===== src/hw/mlcr_pkg.sv =====
// package: line control register layout, call states and timing counts
package mlcr_pkg;
  localparam int unsigned ClkHz = 40000000;
  localparam int unsigned ResetSeconds = 8;
  localparam longint unsigned ResetCycles = longint'(ResetSeconds) * longint'(ClkHz);
  localparam logic [7:0] CtrlReset = 8'h00;
  localparam int BitRing = 7;
  localparam int BitTalk = 6;
  localparam int BitLoop = 5;
  localparam int BitOrig = 4;
  localparam int BitTol = 3;
  localparam int BitTermRdy = 2;
  localparam int BitLowPwr = 1;
  localparam int BitPwrRst = 0;
  localparam logic [1:0] AddrCtrl = 2'h0;
  localparam logic [1:0] AddrStat = 2'h1;
  localparam logic [1:0] AddrCmd = 2'h2;
  typedef enum logic [2:0] {
    MLCR_ONHOOK, MLCR_TALK, MLCR_DATA, MLCR_ORIG, MLCR_ANSWER
  } mlcr_call_t;
endpackage


===== src/hw/mlcr_if.sv =====
// interface: write-only control register path from host to modem
`timescale 1ns/1ps
interface mlcr_if;
  logic wrStb;
  logic [7:0] wrData;
  modport device (input wrStb, input wrData);
  modport host (output wrStb, output wrData);
endinterface


===== src/hw/mlcr_device.sv =====
// modem end: telephone interface control register and call state
// How it works
// [RQ1] ring bit forces answer data mode
// [RQ2] talk bit: talk; else loop bit: data/on-hook
// [RQ3] loop bit reports off-hook to core
// [RQ4] loop bit only consulted for talk-bit entry
// [RQ5] originate set-then-clear enters originate data
// [RQ6] host must not leave originate set
// [RQ7] tolerance bit picks stop-bit or all-bit slack
// [RQ8] terminal ready bit mirrors terminal output
// [RQ9] low-power bit stops clocks and amplifiers
// [RQ10] power reset set-then-clear initialises chip
// [RQ11] power reset zeroes all write registers
// [RQ12] host performs power reset after power-on
// [RQ13] host clears power reset before other writes
// [RQ14] full reset takes 8 seconds
// [RQ15] host must not drop calls via reset
// [RQ16] bits hold last write until rewritten
//
// The register addresses and the plain strobed port were left to the implementer.
`timescale 1ns/1ps
module mlcr_device import mlcr_pkg::*; #(
  parameter longint unsigned RESET_CYCLES = ResetCycles
) (
  input wire logic clk, // 40 MHz clock
  input wire logic resetn, // async reset, active low
  input wire logic clkEn, // freezes all state when low
  mlcr_if.device bus, // register write path
  input wire logic asyncMode, // 1 when character mode is asynchronous
  output logic [2:0] callState, // current call state code
  output logic offHook, // loop current present to modem core
  output logic answerFilters, // filters set for answer band
  output logic stopOnlySlack, // 25% short stop bit accepted
  output logic allBitSlack, // 2.3% short on all bits accepted
  output logic termReady, // terminal connected indication
  output logic lowPower, // clocks stopped, amplifiers off
  output logic resetBusy // power-up reset still running
);
  logic [7:0] ctrl_r, ctrl_nxt;
  mlcr_call_t call_r, call_nxt;
  logic [63:0] rstCnt_r, rstCnt_nxt;
  logic offHook_r, offHook_nxt, ans_r, ans_nxt, stopS_r, stopS_nxt, allS_r, allS_nxt;
  logic tr_r, tr_nxt, lp_r, lp_nxt;

  wire logic wr = bus.wrStb;
  wire logic origFall = wr && ctrl_r[BitOrig] && !bus.wrData[BitOrig];
  wire logic pwrFall = wr && ctrl_r[BitPwrRst] && !bus.wrData[BitPwrRst];

  always_comb begin
    ctrl_nxt = ctrl_r; // [RQ16]
    call_nxt = call_r;
    rstCnt_nxt = rstCnt_r;
    if (rstCnt_r != 64'h0) begin
      rstCnt_nxt = rstCnt_r - 64'h1; // [RQ14]
    end
    if (pwrFall) begin
      ctrl_nxt = CtrlReset; // [RQ10] [RQ11]
      call_nxt = MLCR_ONHOOK;
      rstCnt_nxt = RESET_CYCLES; // [RQ14]
    end else begin
      if (wr) begin
        ctrl_nxt = bus.wrData; // [RQ16]
      end
      if (ctrl_nxt[BitRing]) begin
        call_nxt = MLCR_ANSWER; // [RQ1]
      end else if (origFall) begin
        call_nxt = MLCR_ORIG; // [RQ5]
      end else if (ctrl_nxt[BitTalk]) begin
        call_nxt = MLCR_TALK; // [RQ2]
      end else if (call_r == MLCR_ORIG || call_r == MLCR_ANSWER) begin
        call_nxt = call_r; // [RQ4] loop bit ignored for these entries
      end else if (ctrl_nxt[BitLoop]) begin
        call_nxt = MLCR_DATA; // [RQ2]
      end else begin
        call_nxt = MLCR_ONHOOK; // [RQ2]
      end
    end
    offHook_nxt = ctrl_nxt[BitLoop]; // [RQ3]
    ans_nxt = call_nxt == MLCR_ANSWER; // [RQ1]
    stopS_nxt = asyncMode && !ctrl_nxt[BitTol]; // [RQ7]
    allS_nxt = asyncMode && ctrl_nxt[BitTol]; // [RQ7]
    tr_nxt = ctrl_nxt[BitTermRdy]; // [RQ8]
    lp_nxt = ctrl_nxt[BitLowPwr]; // [RQ9]
  end

  always_ff @(posedge clk or negedge resetn) begin
    if (!resetn) begin
      ctrl_r <= CtrlReset;
      call_r <= MLCR_ONHOOK;
      rstCnt_r <= 64'h0;
      offHook_r <= 1'b0;
      ans_r <= 1'b0;
      stopS_r <= 1'b0;
      allS_r <= 1'b0;
      tr_r <= 1'b0;
      lp_r <= 1'b0;
    end else if (clkEn) begin
      ctrl_r <= ctrl_nxt;
      call_r <= call_nxt;
      rstCnt_r <= rstCnt_nxt;
      offHook_r <= offHook_nxt;
      ans_r <= ans_nxt;
      stopS_r <= stopS_nxt;
      allS_r <= allS_nxt;
      tr_r <= tr_nxt;
      lp_r <= lp_nxt;
    end
  end

  logic busy_r;
  always_ff @(posedge clk or negedge resetn) begin
    if (!resetn) begin
      busy_r <= 1'b0;
    end else if (clkEn) begin
      busy_r <= rstCnt_nxt != 64'h0;
    end
  end

  assign callState = call_r;
  assign offHook = offHook_r;
  assign answerFilters = ans_r;
  assign stopOnlySlack = stopS_r;
  assign allBitSlack = allS_r;
  assign termReady = tr_r;
  assign lowPower = lp_r;
  assign resetBusy = busy_r;
endmodule


===== src/flat_wrapper.sv =====
// flat-port wrapper written by rule: the top's interface ports become plain ports
module mlcr_device_flat import mlcr_pkg::*;
#(
  parameter longint unsigned RESET_CYCLES = ResetCycles
)
  (clk, resetn, clkEn, asyncMode, callState, offHook, answerFilters, stopOnlySlack, allBitSlack, termReady, lowPower, resetBusy, bus_wrStb, bus_wrData);
  mlcr_if bus_i ();
  input wire logic clk;
  input wire logic resetn;
  input wire logic clkEn;
  input wire logic asyncMode;
  output logic [2:0] callState;
  output logic offHook;
  output logic answerFilters;
  output logic stopOnlySlack;
  output logic allBitSlack;
  output logic termReady;
  output logic lowPower;
  output logic resetBusy;
  input wire logic [$bits(bus_i.wrStb)-1:0] bus_wrStb;
  input wire logic [$bits(bus_i.wrData)-1:0] bus_wrData;
  assign bus_i.wrStb = bus_wrStb;
  assign bus_i.wrData = bus_wrData;
  mlcr_device #(.RESET_CYCLES(RESET_CYCLES)) u_core (.clk(clk), .resetn(resetn), .clkEn(clkEn), .bus(bus_i), .asyncMode(asyncMode), .callState(callState), .offHook(offHook), .answerFilters(answerFilters), .stopOnlySlack(stopOnlySlack), .allBitSlack(allBitSlack), .termReady(termReady), .lowPower(lowPower), .resetBusy(resetBusy));
endmodule

===== config.mk =====
export PLATFORM = sky130hd
export DESIGN_NAME = mlcr_device_flat
export DESIGN_NICKNAME = d
export VERILOG_FILES = /design/src/hw/mlcr_pkg.sv /design/src/hw/mlcr_if.sv /design/src/hw/mlcr_device.sv /design/src/flat_wrapper.sv
export SDC_FILE = /design/constraint.sdc
export NUM_CORES = 1
export LEC_CHECK = 0
export BUFFER_PORTS_ARGS = -buffer_cell sky130_fd_sc_hd__buf_2
export CORE_UTILIZATION = 57
export CTS_CLUSTER_SIZE = 10
export DETAILED_ROUTE_END_ITERATION = 7
export HOLD_SLACK_MARGIN = 0.05
export PLACE_DENSITY = 0.75
export REMOVE_ABC_BUFFERS = 1
export SLEW_MARGIN = 20
export SYNTH_ARGS = -nofsm -noshare
export SYNTH_HDL_FRONTEND = slang
export SYNTH_SLANG_ARGS = --single-unit

===== constraint.sdc =====
create_clock -name clk -period 3.8 [get_ports clk]
set_input_delay 0.38 -clock clk [delete_from_list [all_inputs] [get_ports clk]]
set_output_delay 0.38 -clock clk [all_outputs]
set_load 0.02 [all_outputs]

==> impl_results.md <==
* Outcome: complete, no violations
* Crit. End Element: flop
* Initial antenna violation count at 0
* Cts hold-fix bufs at 0
* Worst Setup Path Type: reg2reg
* Initial DRC Count at 706
* IO buf count at 22
* Worst-path maximum fanout at 8
* Max VDD drop at 0.341 mV
* Yosys cell types at 70
* TritonCTS clock tree: yes
* Slowest CP cell: or4_4
* #FFs+latches synth at 79
* Register-to-Register Path Depth at 9
* Area of the core at 9370 µm²
* Max-Cap Viols at 0
* HPWL after detailed placement at roughly 14,000 µm
* RSZ-0062 raised after global routing: no
* Yosys warnings at 0
* Die W at just over 100 µm
* DRC violations left at 0
* Most frequent cells after synthesis: nand2_1 (103), o21ai_0 (82), dfrtp_1 (79), nor2_1 (49), clkbuf_1 (35)
* Final GP Congestion at 1.02
* Layout Utilization at 66.7%
* Crit path required time at 4.04 ns
* Crit path capture: u_core.resetBusy$_DFFE_PN0P_
* Max Root-Sink Buffers at 2
* Starting Density at 59.5%
* Num CTS Buffers at 9
* WHS at 0.0494 ns
* Synth Instances at 701
* Grt ovf at 0
* Reg-to-reg endpoint: u_core.resetBusy$_DFFE_PN0P_
* CP peak stage delay at 0.67 ns
* Main combinational cell family by area after synthesis: simple AND/OR/NAND/NOR gates
* Slew Viols, Final at 0
* Clock sink count at about 80
* Post-DRT Antenna Nets at 0
* Post-Layout Cell Count at 869
* Critical Path Source: u_core.rstCnt_r[20]$_DFFE_PN0P_
* Pre-CTS WS at 0.0198 ns
* CP Cell Sequence: or4_1, or4_4, or4_4, o21ai_2, or3_1, a21oi_1, nor4_1, and4_1, a31oi_1
* Compound-Gate Fraction of Synth Area at a little under a quarter
* Worst slew pin tran at 0.748 ns
* Startpoint Class: flop
* Nets at 750
* Tightest Hold Check Type: in2async
* PD cells at 479 nW/µm²
* Clock Latency Late Sink at 0.36 ns
* R2r startpoint: u_core.rstCnt_r[20]$_DFFE_PN0P_
* Antenna diodes at 0
* H-tree Lvls at 3
* Setup ws final at 0.109 ns
* Routed Wire Length at 19,800 µm
* Vias in the first global route at ~5,600
* Die Y at 101 µm
* Post-synthesis mux area share at 2.06%
* Worst-path clk slew at ~0.09 ns
* Total global-route track usage at 40.7%
* Synth Flop Type: dfrtp_1
* Number of fill cells in the layout at ~820
* Post-Synth XOR/XNOR Area at between 4 and 5%
* Post-synth EDFFs at 0
* Die ar. at 10,200 µm²
* Wire length per cell at 22.8 µm
* DP Cell Count at 853
* Post-CTS setup buffer count at 0
* Critical Path Most Common Cell: or4_4
* Adder-Cell Fraction of Synth Area at 0.449%
* Total power at 3.00 mW
* Area share of the largest cell type after synthesis at between 30% and 40%
* Global-route wire length before repair at 30,900 µm
* Post-cts gate resize count at 1
* Syn avg cell area at ~8 µm²
* Num ports at 23
* Share of layout cells above drive strength 1 at 15.7%
* Clock skew at 0.00878 ns
* Vias per cell at slightly below 7
* FP Rows at 35
* Synth area leaders: dfrtp_1 (35%), o21ai_0 (7.4%), nand2_1 (6.9%)
* Post-synth top area cell: dfrtp_1
* Fmax at 271 MHz
* Tmin final at 3.69 ns
* Via count of the routed design at about 6,000
* Top-count cell post-synth: nand2_1
* Static leakage at 2.64 nW
* DRT Pass-1 Iters at 6
* Hold Vio Cnt, Final at 0
* Slew HR at between 50% and 60%
* Clk root buf: clkbuf_8
* Seq/Total Area, Yosys at 35.4%
* Fraction of registers with async set/reset at 100%
* Synth Area in Simple Gates at roughly 30%
* Mapped Area at 5580 µm²
* Part of the cycle the worst path needs at 97.1%
* Reg2reg setup slack at between 0.1 and 0.15 ns
* Largest net degree at the start of global routing at 80
* Layout area overhead at 12.1%
* Setup-failing EPs final at 0
* CP arrival at just under 4 ns
## flip-flops by register name (all words and copies together), names as in the netlist
register	cells
u_core.rstCnt_r	64
u_core.allBitSlack	1
u_core.stopOnlySlack	1
u_core.ctrl_r	8
u_core.callState	3
u_core.answerFilters	1
u_core.resetBusy	1
## power by group
part	internal [mW]	switching (mW)	total [mW]
clock network	0.368	0.337	0.705
logic	0.432	0.702	1.13
registers	0.956	0.202	1.16
## kinds of logic (layout without fill, tap and decap cells)
logic type | count (synthesis) | count (layout)
and+or+nand+nor | 318 | 318
AOI/OAI and AO/OA | 207 | 207
DFF | 79 | 79
buffers and inverters | 58 | 97
xor gates and xnor gates | 26 | 26
muxes | 11 | 11
adders and majority gates | 2 | 2
## how the worst min path moves through the flow
stage,to,slack [ns],cells after the start
2_1_floorplan,u_core.allBitSlack$_DFFE_PN0P_,0.08,0
3_3_place_gp,u_core.ctrl_r[2]$_DFFE_PN0P_,0.46,2
3_5_place_dp,u_core.ctrl_r[2]$_DFFE_PN0P_,0.48,2
4_1_cts,u_core.ctrl_r[4]$_DFFE_PN0P_,0.24,1
5_1_grt,u_core.callState[1]$_DFFE_PN0P_,0.12,1
6_report,u_core.ctrl_r[4]$_DFFE_PN0P_,0.05,1
## area by class of cell
| cell class | count | area, µm² | area share, % |
|---|---|---|---|
| multi-input cells | 564 | 3390 | 54.3 |
| flip-flops and latches | 79 | 1980 | 31.6 |
| repair buffers | 68 | 462 | 7.38 |
| well taps | 129 | 161 | 2.58 |
| clock buffers | 10 | 128 | 2.04 |
| clock inverters | 6 | 85.1 | 1.36 |
| inverters | 13 | 48.8 | 0.780 |
## metrics by stage
step | area (µm²) | setup TNS (ns)
after CTS | 6230 | 0
after floorplan | 5380 | -0.108
after detailed placement | 6020 | 0
after global placement | 6020 | 0
final | 6250 | 0
after global routing | 6250 | 0
## layer usage
layer	track usage (%)	vias to the layer above	wire [µm]	share of wire (%)
li1	-	2700	-	-
met1	56.4	2794	7870	40
met2	61.2	457	8530	43
met3	8.95	87	2420	12
met4	17.5	0	943	4.8
met5	0	-	0	0
## worst max-delay path, delay by kind of cell, from the launching register on
kind             cells  cell delay (ns)
AO/OA/AOI/OAI        3             0.53
AND/OR/NAND/NOR      6             2.59
flip-flops           1             0.44
## placed cells by master, fill, tap and decap left out, drive strengths merged, types with 20 or more instances in the layout
| cell | instances |
|---|---|
| nand2 | 104 |
| o21ai | 88 |
| dfrtp | 79 |
| buf | 68 |
| nor2 | 50 |
| a21oi | 33 |
| nor4 | 30 |
| nor3 | 26 |
| or4 | 23 |
| o31ai | 21 |
| or3 | 20 |
(Power assumes the default switching activity.)
